<file path="config.mk">
export PLATFORM = sky130hd
export DESIGN_NAME = two_wire_slave
export DESIGN_NICKNAME = d
export VERILOG_FILES = /design/src/two_wire_slave_pkg.sv /design/src/two_wire_slave.sv
export SDC_FILE = /design/constraint.sdc
export NUM_CORES = 1
export LEC_CHECK = 0
export BUFFER_PORTS_ARGS = -buffer_cell sky130_fd_sc_hd__buf_2
export CORE_MARGIN = 5
export CORE_UTILIZATION = 59
export CTS_CLUSTER_SIZE = 10
export DETAILED_ROUTE_END_ITERATION = 16
export PLACE_DENSITY = 0.95
export RECOVER_POWER = 50
export SETUP_SLACK_MARGIN = 0.5
export SLEW_MARGIN = 20
export SYNTH_ARGS = -nofsm -noshare
export SYNTH_HDL_FRONTEND = slang
export SYNTH_SLANG_ARGS = --single-unit
</file>
<file path="constraint.sdc">
create_clock -name clk -period 4.76 [get_ports clk]
set_input_delay 0.714 -clock clk [delete_from_list [all_inputs] [get_ports clk]]
set_output_delay 0.714 -clock clk [all_outputs]
set_load 0.03 [all_outputs]
</file>
<file path="src/two_wire_slave_pkg.sv">
// Constants, states and the state record of the two-wire slave block
package two_wire_slave_pkg;
  // Register byte offsets on the bus
  localparam logic [3:0] OFS_ADDR = 4'h0;
  localparam logic [3:0] OFS_CTRL = 4'h4;
  localparam logic [3:0] OFS_STAT = 4'h8;
  localparam logic [3:0] OFS_DATA = 4'hc;
  // Field positions in bus_control
  localparam int unsigned CTL_FLAG = 7;
  localparam int unsigned CTL_ACK = 6;
  localparam int unsigned CTL_STA = 5;
  localparam int unsigned CTL_STO = 4;
  localparam int unsigned CTL_WC = 3;
  localparam int unsigned CTL_EN = 2;
  localparam int unsigned CTL_IE = 0;
  // Values after reset
  localparam logic [7:0] CTRL_RESET = 8'h00;
  localparam logic [7:0] ADDR_RESET = 8'h00;
  localparam logic [7:0] DATA_RESET = 8'hff;
  // Bits per byte on the wire
  localparam logic [3:0] BYTE_BITS = 4'h8;
  localparam logic [3:0] LAST_TX_BIT = 4'h7;
  // Status codes, prescaler bits zero
  localparam logic [7:0] ST_OWN_ADDRESS_WRITE = 8'h60;
  localparam logic [7:0] ST_ARB_OWN_ADDRESS_WRITE = 8'h68;
  localparam logic [7:0] ST_GCA = 8'h70;
  localparam logic [7:0] ST_ARB_GCA = 8'h78;
  localparam logic [7:0] ST_DATA_ACK = 8'h80;
  localparam logic [7:0] ST_DATA_NACK = 8'h88;
  localparam logic [7:0] ST_GC_ACK = 8'h90;
  localparam logic [7:0] ST_GC_NACK = 8'h98;
  localparam logic [7:0] ST_STOP = 8'ha0;
  localparam logic [7:0] ST_OWN_ADDRESS_READ = 8'ha8;
  localparam logic [7:0] ST_ARB_OWN_ADDRESS_READ = 8'hb0;
  localparam logic [7:0] ST_TX_ACK = 8'hb8;
  localparam logic [7:0] ST_TX_NACK = 8'hc0;
  localparam logic [7:0] ST_TX_LAST = 8'hc8;
  localparam logic [7:0] ST_NONE = 8'hf8;
  localparam logic [7:0] GC_ADDR = 8'h00;
  // Bus engine states
  typedef enum logic [2:0] {
    S_IDLE, S_ADDR, S_AACK, S_RX, S_RACK, S_TX, S_TACK, S_WAIT
  } eng_t;
  // Whole state of the block
  typedef struct packed {
    logic [2:0] scl_s;
    logic [2:0] sda_s;
    eng_t state;
    eng_t resume;
    logic [3:0] cnt;
    logic [7:0] sh;
    logic drive;
    logic gc;
    logic last;
    logic mack;
    logic addressed;
    logic busy;
    logic [7:0] osa;
    logic [7:0] ctrl;
    logic [7:0] status;
    logic [7:0] data;
    logic bus_ack;
    logic [31:0] rdata;
    logic start_issue;
  } st_t;
endpackage

</file>
<file path="src/two_wire_slave.sv">
// Addressed two-wire slave: receive tail, transmit, Avalon-MM registers
//
// The implementer's own choices: the Avalon-MM register port and the register addresses.
`timescale 1ns/1ps
module two_wire_slave (
  input wire logic clk,
  input wire logic rst_n,
  input wire logic [3:0] address,
  input wire logic read,
  input wire logic write,
  input wire logic [31:0] writedata,
  input wire logic [3:0] byteenable,
  output logic [31:0] readdata,
  output logic waitrequest,
  input wire logic scl_in,
  output logic scl_out,
  output logic scl_oe_n,
  input wire logic sda_in,
  output logic sda_out,
  output logic sda_oe_n,
  input wire logic arb_lost,
  input wire logic sleep_in,
  output logic wake_req,
  output logic start_issue,
  output logic irq
);
  import two_wire_slave_pkg::*;

  st_t q; // Registered state
  st_t d; // Next state
  logic scl_rise; // Filtered clock rising edge
  logic scl_fall; // Filtered clock falling edge
  logic start_seen; // Data falls while clock high
  logic stop_seen; // Data rises while clock high
  logic own_hit; // Own address matches
  logic gc_hit; // General call accepted
  logic wr_ok; // Write taken this edge
  logic rd_go; // Read request first cycle

  // Line events from second and third sync stages only
  // Third stage only delays the second, for edge finding
  assign scl_rise = q.scl_s[1] & ~q.scl_s[2];
  assign scl_fall = ~q.scl_s[1] & q.scl_s[2];
  assign start_seen = q.scl_s[1] & q.scl_s[2] & ~q.sda_s[1] & q.sda_s[2];
  assign stop_seen = q.scl_s[1] & q.scl_s[2] & q.sda_s[1] & ~q.sda_s[2];

  // Address compare on the shifted byte
  assign own_hit = (q.sh[7:1] == q.osa[7:1]);
  assign gc_hit = (q.sh[7:1] == GC_ADDR[7:1]) & q.osa[0];

  // Bus handshake: one wait cycle for every access
  // A write lands at the edge that ends the cycle after its wait cycle
  assign wr_ok = write & q.bus_ack & byteenable[0];
  assign rd_go = read & ~q.bus_ack;
  assign waitrequest = (read | write) & ~q.bus_ack;
  assign readdata = q.rdata;

  // Open-drain pins: only ever pull low
  assign scl_out = 1'b0;
  assign sda_out = 1'b0;
  // Stretching lets software pace the bus byte by byte
  // Hold clock low while software owns the event
  assign scl_oe_n = ~(q.state == S_WAIT);
  // Acknowledge or a zero data bit pulls data low
  always_comb begin
    sda_oe_n = 1'b1;
    if ((q.state == S_AACK || q.state == S_RACK) && q.drive) begin
      sda_oe_n = 1'b0;
    end else if (q.state == S_TX && !q.sh[7]) begin
      sda_oe_n = 1'b0;
    end
  end

  // Interrupt and wake are plain levels of the flag
  assign irq = q.ctrl[CTL_FLAG] & q.ctrl[CTL_IE];
  assign wake_req = sleep_in & q.ctrl[CTL_FLAG] & q.addressed;
  assign start_issue = q.start_issue;

  // Next-state logic: bus access first, then line events
  // Later assignments below override earlier ones
  always_comb begin
    d = q;
    // Start strobe defaults low, set below for one cycle
    d.start_issue = 1'b0;
    // Synchronisers, stage 1 feeds only stage 2
    d.scl_s = {q.scl_s[1:0], scl_in};
    d.sda_s = {q.sda_s[1:0], sda_in};
    d.bus_ack = (read | write) & ~q.bus_ack;

    // Read data captured in the wait cycle
    // Unmapped offsets read as zero
    if (rd_go) begin
      unique case (address)
        OFS_ADDR: d.rdata = {24'h000000, q.osa};
        OFS_CTRL: d.rdata = {24'h000000, q.ctrl};
        OFS_STAT: begin
          // Prescaler bits always read zero
          d.rdata = {24'h000000,
            q.ctrl[CTL_FLAG] ? q.status : ST_NONE};
        end
        OFS_DATA: d.rdata = {24'h000000, q.data};
        default: d.rdata = 32'h00000000;
      endcase
    end

    // Register writes
    // Writes with the low byte lane off are dropped
    if (wr_ok) begin
      unique case (address)
        OFS_ADDR: d.osa = writedata[7:0];
        OFS_CTRL: begin
          // Flag is cleared only by writing one to it
          d.ctrl = {q.ctrl[CTL_FLAG] & ~writedata[CTL_FLAG],
            writedata[6:4], q.ctrl[CTL_WC], writedata[2:0]};
          if (q.ctrl[CTL_FLAG] && writedata[CTL_FLAG]) begin
            if (writedata[CTL_STO]) begin
              // Recovery: release lines, drop stop bit
              d.state = S_IDLE;
              d.addressed = 1'b0;
              d.ctrl[CTL_STO] = 1'b0;
            end else if (q.state == S_WAIT) begin
              d.state = q.resume;
              if (q.resume == S_TX) begin
                // Load byte, note whether it is the last
                d.sh = q.data;
                d.cnt = 4'h0;
                d.last = ~writedata[CTL_ACK];
              end else if (q.resume == S_RX) begin
                d.cnt = 4'h0;
              end else begin
                d.addressed = 1'b0;
              end
            end
          end
        end
        OFS_DATA: begin
          // Data write with flag low is a collision
          if (q.ctrl[CTL_FLAG]) begin
            d.data = writedata[7:0];
            d.ctrl[CTL_WC] = 1'b0;
          end else begin
            d.ctrl[CTL_WC] = 1'b1;
          end
        end
        default: d.data = q.data;
      endcase
    end

    // Pending start goes out once the bus is free
    if (q.ctrl[CTL_STA] && q.state == S_IDLE && !q.busy &&
        !q.ctrl[CTL_FLAG]) begin
      d.start_issue = 1'b1;
      d.ctrl[CTL_STA] = 1'b0;
    end

    // Line events; a flag set wins over a clear
    // Start and stop take priority over bit handling
    if (start_seen || stop_seen) begin
      d.busy = start_seen;
      if (q.addressed) begin
        d.status = ST_STOP;
        d.ctrl[CTL_FLAG] = 1'b1;
        d.addressed = 1'b0;
      end
      d.state = start_seen ? S_ADDR : S_IDLE;
      d.cnt = 4'h0;
      d.drive = 1'b0;
    end else begin
      unique case (q.state)
        S_IDLE: d.drive = 1'b0;
        S_ADDR, S_RX: begin
          // Sample on rise, decide acknowledge after eighth bit
          if (scl_rise && q.cnt != BYTE_BITS) begin
            d.sh = {q.sh[6:0], q.sda_s[1]};
            d.cnt = q.cnt + 4'h1;
          end else if (scl_fall && q.cnt == BYTE_BITS) begin
            if (q.state == S_RX) begin
              d.state = S_RACK;
              d.drive = q.ctrl[CTL_ACK];
            end else if (q.ctrl[CTL_EN] && q.ctrl[CTL_ACK] &&
                (own_hit || gc_hit)) begin
              d.state = S_AACK;
              d.drive = 1'b1;
              d.gc = ~own_hit;
            end else begin
              d.state = S_IDLE;
            end
          end
        end
        S_AACK: begin
          if (scl_fall) begin
            // Address taken: report and stretch
            d.drive = 1'b0;
            d.ctrl[CTL_FLAG] = 1'b1;
            d.addressed = 1'b1;
            d.state = S_WAIT;
            if (q.sh[0] && !q.gc) begin
              d.resume = S_TX;
              d.status = arb_lost ? ST_ARB_OWN_ADDRESS_READ : ST_OWN_ADDRESS_READ;
            end else begin
              d.resume = S_RX;
              if (q.gc) begin
                d.status = arb_lost ? ST_ARB_GCA : ST_GCA;
              end else begin
                d.status = arb_lost ? ST_ARB_OWN_ADDRESS_WRITE : ST_OWN_ADDRESS_WRITE;
              end
            end
          end
        end
        S_RACK: begin
          if (scl_fall) begin
            // Byte in, acknowledge done
            d.drive = 1'b0;
            d.data = q.sh;
            d.ctrl[CTL_FLAG] = 1'b1;
            d.state = S_WAIT;
            d.resume = q.drive ? S_RX : S_IDLE;
            if (q.gc) begin
              d.status = q.drive ? ST_GC_ACK : ST_GC_NACK;
            end else begin
              d.status = q.drive ? ST_DATA_ACK : ST_DATA_NACK;
            end
          end
        end
        S_TX: begin
          // Shift out on each falling clock
          // Bit seven stands on the line once the clock is freed
          if (scl_fall) begin
            if (q.cnt == LAST_TX_BIT) begin
              d.state = S_TACK;
            end else begin
              d.sh = {q.sh[6:0], 1'b1};
              d.cnt = q.cnt + 4'h1;
            end
          end
        end
        S_TACK: begin
          if (scl_rise) begin
            d.mack = ~q.sda_s[1];
          end else if (scl_fall) begin
            d.ctrl[CTL_FLAG] = 1'b1;
            d.state = S_WAIT;
            if (!q.mack) begin
              d.status = ST_TX_NACK;
              d.resume = S_IDLE;
            end else if (q.last) begin
              d.status = ST_TX_LAST;
              d.resume = S_IDLE;
            end else begin
              d.status = ST_TX_ACK;
              d.resume = S_TX;
            end
          end
        end
        S_WAIT: d.drive = 1'b0;
      endcase
    end

    // Disabled interface leaves the bus alone
    // Also frees a stretched clock line
    if (!d.ctrl[CTL_EN]) begin
      d.state = S_IDLE;
      d.addressed = 1'b0;
    end
  end

  // State register
  // Idle-high line stages after reset: no false edge
  always_ff @(posedge clk or negedge rst_n) begin
    if (!rst_n) begin
      q <= '{scl_s: 3'h7, sda_s: 3'h7, state: S_IDLE, resume: S_IDLE,
        cnt: 4'h0, sh: 8'hff, drive: 1'b0, gc: 1'b0, last: 1'b0,
        mack: 1'b0, addressed: 1'b0, busy: 1'b0, osa: ADDR_RESET,
        ctrl: CTRL_RESET, status: ST_NONE, data: DATA_RESET,
        bus_ack: 1'b0, rdata: 32'h00000000, start_issue: 1'b0};
    end else begin
      q <= d;
    end
  end
endmodule // two_wire_slave

</file>
==> results of run 1 <==
==> how the worst max path moves through the flow <==
stage | cells past startpoint | end | start | slack, ns
after floorplan | 4 | sda_oe_n | q[88] | 2.45
after global placement | 5 | q[46] | q[89] | 2.34
after detailed placement | 6 | q[79] | address[2] | 2.28
after CTS | 5 | q[46] | q[89] | 2.25
after global routing | 5 | q[46] | q[89] | 1.94
final | 5 | q[46] | q[89] | 2.18
==> critical path: cells and delay by family, from the launching register on <==
family	cells	cell delay, ns
and+or+nand+nor	3	1.65
DFF	1	0.63
AOI/OAI and AO/OA	2	0.23
==> registers in the layout (all words and copies together), names as in the netlist <==
signal       count
q               56
readdata         8
d                4
start_issue      1
==> stage by stage <==
| step | std cells | setup slack (ns) | cell area, um2 | hold WS (ns) | utilization |
|---|---|---|---|---|---|
| 4_1_cts | 514 | 2.25 | 4140 | 0.359 | 0.645 |
| 3_5_place_dp | 498 | 2.28 | 3950 | 0.349 | 0.615 |
| 6_report | 514 | 2.18 | 4140 | 0.363 | 0.645 |
| 3_3_place_gp | 498 | 2.34 | 3950 | 0.347 | 0.615 |
| 2_1_floorplan | 438 | 2.45 | 4020 | 0.345 | - |
| 5_1_grt | 514 | 1.94 | 4140 | 0.371 | 0.645 |
==> per-layer routing <==
metal / part of all wire / up-vias / global-route usage
li1: - / 1445 / -
met1: 0.39 / 1539 / 0.292
met2: 0.49 / 200 / 0.369
met3: 0.096 / 42 / 0.0603
met4: 0.032 / 0 / 0.106
met5: 0 / - / 0
==> area by class of cell <==
| type | count | share of cell area |
|---|---|---|
| repair buffers | 37 | 0.0465 |
| well taps | 77 | 0.0233 |
| inverters | 13 | 0.0118 |
| flip-flops and latches | 69 | 0.425 |
| clock inverters | 7 | 0.0160 |
| multi-input cells | 302 | 0.447 |
| clock buffers | 9 | 0.0299 |
==> power by group <==
group | internal (mW) | switching [mW]
Sequential | 0.618 | 0.0284
Clock | 0.239 | 0.225
Combinational | 0.0486 | 0.105
==> logic make-up (layout without fill, tap and decap cells) <==
| kind of cell | count (synthesis) | after routing | share of synthesized area |
|---|---|---|---|
| AO/OA/AOI/OAI | 96 | 96 | 0.152 |
| XOR/XNOR | 12 | 12 | 0.0268 |
| adder cells (fa/ha/maj) | 2 | 2 | 0.00638 |
| buffers and inverters | 67 | 66 | 0.103 |
| flip-flops | 69 | 69 | 0.449 |
| multiplexers | 34 | 34 | 0.0896 |
| other | 1 | 26 | 0.000956 |
| AND/OR/NAND/NOR | 132 | 132 | 0.173 |
==> cell usage in the layout, fill, tap and decap left out, types with 13 or more instances in the layout <==
master   count
a21oi_1     24
inv_1       13
nor2_1      26
nand2_1     41
conb_1      26
buf_2       34
nand3_1     14
mux2i_1     25
dfstp_2     25
o21ai_0     31
dfrtp_1     42
==> flow_summary.ini, run 1 <==
[status]
outcome = complete, no violations

[power_and_ir_drop]
p_leak_nw = 1.84
powerDensity_nw_per_um2 = 305
finalPower_mw = 1.26
peakVddDrop_uv = 189

[clock_network]
htree_levels = 3
clockRootBuffer = clkbuf_8
cts.sinks = 69
hold_buffers = 0
clock_path_buffers = 2
path_clk_slew_ns = 0.07
cts_resized = 0
tritoncts.num_buffers = 9
clk_latency_ns = 0.35
post-cts-setup-buffers = 0
cts_tree = built

[global_routing]
grt_pass1_vias = 3162
antenna_found_initial = 0
grt_pass1_wl_mm = 15.4
overflow = 0
grt_usage = 0.230
grt_max_degree = 70

[final_layout]
antenna_cells = 0
multi_input_area_um2 = 1850
seqCellArea_um2 = 1760
drive_above_1_share = 0.217
syn_to_final_growth_pct = 5.55
fillers = 510
nets = 482

[drt]
first_pass_iters = 5
wirelength_mm = 9.33
drt_iter0_markers = 274
postRouteAntennaNets = 0
routedWlPerCell_um = 18.2
drc_errors = 0
num_vias = 3226
vias_per_cell = 6.28

[timing]
skew_ns = 0.00980
slew-limit-headroom = 0.288
slew_viol_final = 0
setup_viol = 0
hold_viol_final = 0
worst_pin_slew_ns = 1.06
fmax_ghz = 0.388
fin_crit_sh = 0.541
rsz0062_at_grt = no
period_needed_ns = 2.58
fin_setup_tns_ns = 0

[worst_hold_path]
min_to = d[92]
worstHoldPathType = register to register
hold_depth = 0
hp-start = d[91]

[critical_path]
crit_slowest_cell = nor3_2
reg2reg_depth = 5
end_kind = register
path_cells = nand2b_1 -> nor3_2 -> a21oi_1 -> or4_4 -> o21ai_2
r2r_start = q[89]
critPathMaxFanout = 18
r2r_end = q[46]
setup.worst_path.start_class = register
crit_arrival_ns = 2.86
rrSetupSlack_ns = 2.18
cp.required_ns = 5.04
crit_type = register to register
slowest_delay_ns = 0.91

[synthesis]
netlist_area_um2 = 3920
syn_avg_cell_area_um2 = 9.50
ys.flop_type = dfrtp_1
synth_area_leaders = dfrtp_1 27%, dfstp_2 18%, buf_4 6.9%, mux2i_1 6.4%, o21ai_0 4.0%
synth-seq-cells = 69
async_reset_ff_frac = 1.00
synthCells = 413
ys_warn_count = 0
synth_edf_count = 0
ys_top_cells_by_count = 42 x dfrtp_1, 41 x nand2_1, 36 x buf_4
yosysTopAreaCellShare = 0.268
synth_top_area_cell = dfrtp_1
synth_cell_types = 54
synth_most_common_cell = dfrtp_1
yosysSeqAreaShare = 0.449

[floorplan]
io_pins = 88
die_w_um = 91.5
rows = 29
start_util = 0.611
die_area_um2 = 8380
die_height_um = 91.5
core_area_um2 = 6420

[placement]
gp_congestion = 0.947
io_buffers = 34
dp_hpwl_mm = 6.59

[flow_run]
cap_violations = 0
No activity file was read; power rests on OpenSTA's default activity.
==> run 2, diff against run 1 <==
--- a/config.mk
+++ b/config.mk
@@ -7,10 +7,10 @@
 export LEC_CHECK = 0
 export BUFFER_PORTS_ARGS = -buffer_cell sky130_fd_sc_hd__buf_2
 export CORE_MARGIN = 5
-export CORE_UTILIZATION = 59
+export CORE_UTILIZATION = 55
 export CTS_CLUSTER_SIZE = 10
 export DETAILED_ROUTE_END_ITERATION = 16
-export PLACE_DENSITY = 0.95
+export PLACE_DENSITY = 0.91
 export RECOVER_POWER = 50
 export SETUP_SLACK_MARGIN = 0.5
 export SLEW_MARGIN = 20
==> constraint.sdc (replaced) <==
create_clock -name clk -period 2.69 [get_ports clk]
set_input_delay 0.4035 -clock clk [delete_from_list [all_inputs] [get_ports clk]]
set_output_delay 0.4035 -clock clk [all_outputs]
set_load 0.03 [all_outputs]
==> flow_summary.ini, run 2 (synthesized netlist as in run 1, its figures left out) <==
[final_layout]
final_common_cell = nand2_1
drive_above_1_share = 0.228
antenna_cells = 0
fillers = 564
nets = 484
mostFrequentLayoutCells = 41 x nand2_1, 40 x dfrtp_1, 34 x buf_2
utilization = 0.611
largest_register_ffs = 56
syn_to_final_growth_pct = 7.08
largest_register = q

[power_and_ir_drop]
power.switching_uw = 657
finalPower_mw = 2.27
pwr-share-seq = 0.505
peakVddDrop_uv = 372
p_leak_nw = 1.86
power.share.clock = 0.375
p_comb_frac = 0.121
internal_power_mw = 1.61
powerDensity_nw_per_um2 = 540
p_sw_frac = 0.290

[drt]
first_pass_iters = 6
vias_per_cell = 6.05
wirelength_mm = 9.35
drt_iter0_markers = 429
postRouteAntennaNets = 0
num_vias = 3238
drc_errors = 0
routedWlPerCell_um = 17.5

[timing]
period_needed_ns = 2.10
setup_viol = 0
skew_ns = 0.0150
hold_viol_final = 0
slew-limit-headroom = -0.121
fin_setup_tns_ns = 0
slew_viol_final = 70
fmax_ghz = 0.477
fin_crit_sh = 0.780
rsz0062_at_grt = no
worst_pin_slew_ns = 1.68

[placement]
gp_congestion = 0.960
dp_hpwl_mm = 6.56
io_buffers = 34

[floorplan]
die_height_um = 94.5
die_w_um = 94.5
rows = 30
io_pins = 88
die_area_um2 = 8920
start_util = 0.571
core_area_um2 = 6870

[status]
outcome = finished, violations left
violations = capacitance limit, slew limit

[clock_network]
hold_buffers = 0
cts_resized = 1
clockRootBuffer = clkbuf_8
clk_latency_ns = 0.35
cts.sinks = 69
htree_levels = 3
cts_tree = built
tritoncts.num_buffers = 9
clock_path_buffers = 2
path_clk_slew_ns = 0.07
post-cts-setup-buffers = 0

[critical_path]
crit_arrival_ns = 1.69
setup.worst_path.start_class = register
cp.required_ns = 2.29
crit_type = register to output pin
end_kind = output pin
critPathMaxFanout = 17

[flow_run]
cap_violations = 1

[global_routing]
grt_usage = 0.219
grt_pass1_vias = 3051
antenna_found_initial = 0
grt_pass1_wl_mm = 15.1
overflow = 0
grt_max_degree = 70

[worst_hold_path]
worstHoldPathType = input port to register
==> run 2: final timing paths <==
kind / start / end / slack (ns) / cells past startpoint
max: q[88] / sda_oe_n / 0.59 / 4
min: scl_in / d[94] / 0.15 / 1
min in group asynchronous: rst_n / q[83] / 0.56 / 2
max in group asynchronous: rst_n / q[87] / 1.01 / 2
max reg2reg: d[92] / q[45] / 0.61 / 5
min reg2reg: d[94] / d[95] / 0.36 / 0
==> run 2: power groups by stage <==
stage               clock network [mW]  registers [mW]  logic (mW)
global route                     0.913            1.15       0.299
detailed placement                   0            1.16       0.269
CTS                              0.860            1.14       0.272
global placement                     0            1.16       0.261
floorplan                            0            1.14       0.237
finish                           0.849            1.14       0.274
==> run 2: through the flow <==
| stage | std cells | setup slack [ns] | hold WS, ns | instance area, um2 |
|---|---|---|---|---|
| floorplan | 438 | 0.695 | 0.108 | 4020 |
| global placement | 519 | 0.520 | 0.347 | 3990 |
| detailed placement | 519 | 0.428 | 0.348 | 3990 |
| CTS | 535 | 0.576 | 0.131 | 4190 |
| global route | 535 | 0.508 | 0.132 | 4200 |
| finish | 535 | 0.592 | 0.146 | 4200 |
==> run 2: area by class of cell <==
cell class | instances | area, um2 | share of cell area
multi-input combinational | 302 | 1870 | 0.444
tap | 96 | 120 | 0.0286
inverter | 13 | 48.8 | 0.0116
timing repair buffer | 39 | 205 | 0.0489
sequential | 69 | 1760 | 0.420
clock inverter | 7 | 73.8 | 0.0176
clock buffer | 9 | 124 | 0.0295
==> run 2: layer usage <==
| metal | routed length, um | vias to the layer above | global-route usage |
|---|---|---|---|
| li1 | - | 1448 | - |
| met1 | 3840 | 1558 | 0.299 |
| met2 | 4310 | 199 | 0.333 |
| met3 | 913 | 33 | 0.0454 |
| met4 | 280 | 0 | 0.107 |
| met5 | 0 | - | 0 |
==> run 2: worst max-delay path, stage by stage, from the launching register on <==
cell and delay [ns]:
dfrtp_1 0.46, buf_4 0.23, a2111oi_0 0.34, a31oi_1 0.11, buf_2 0.20
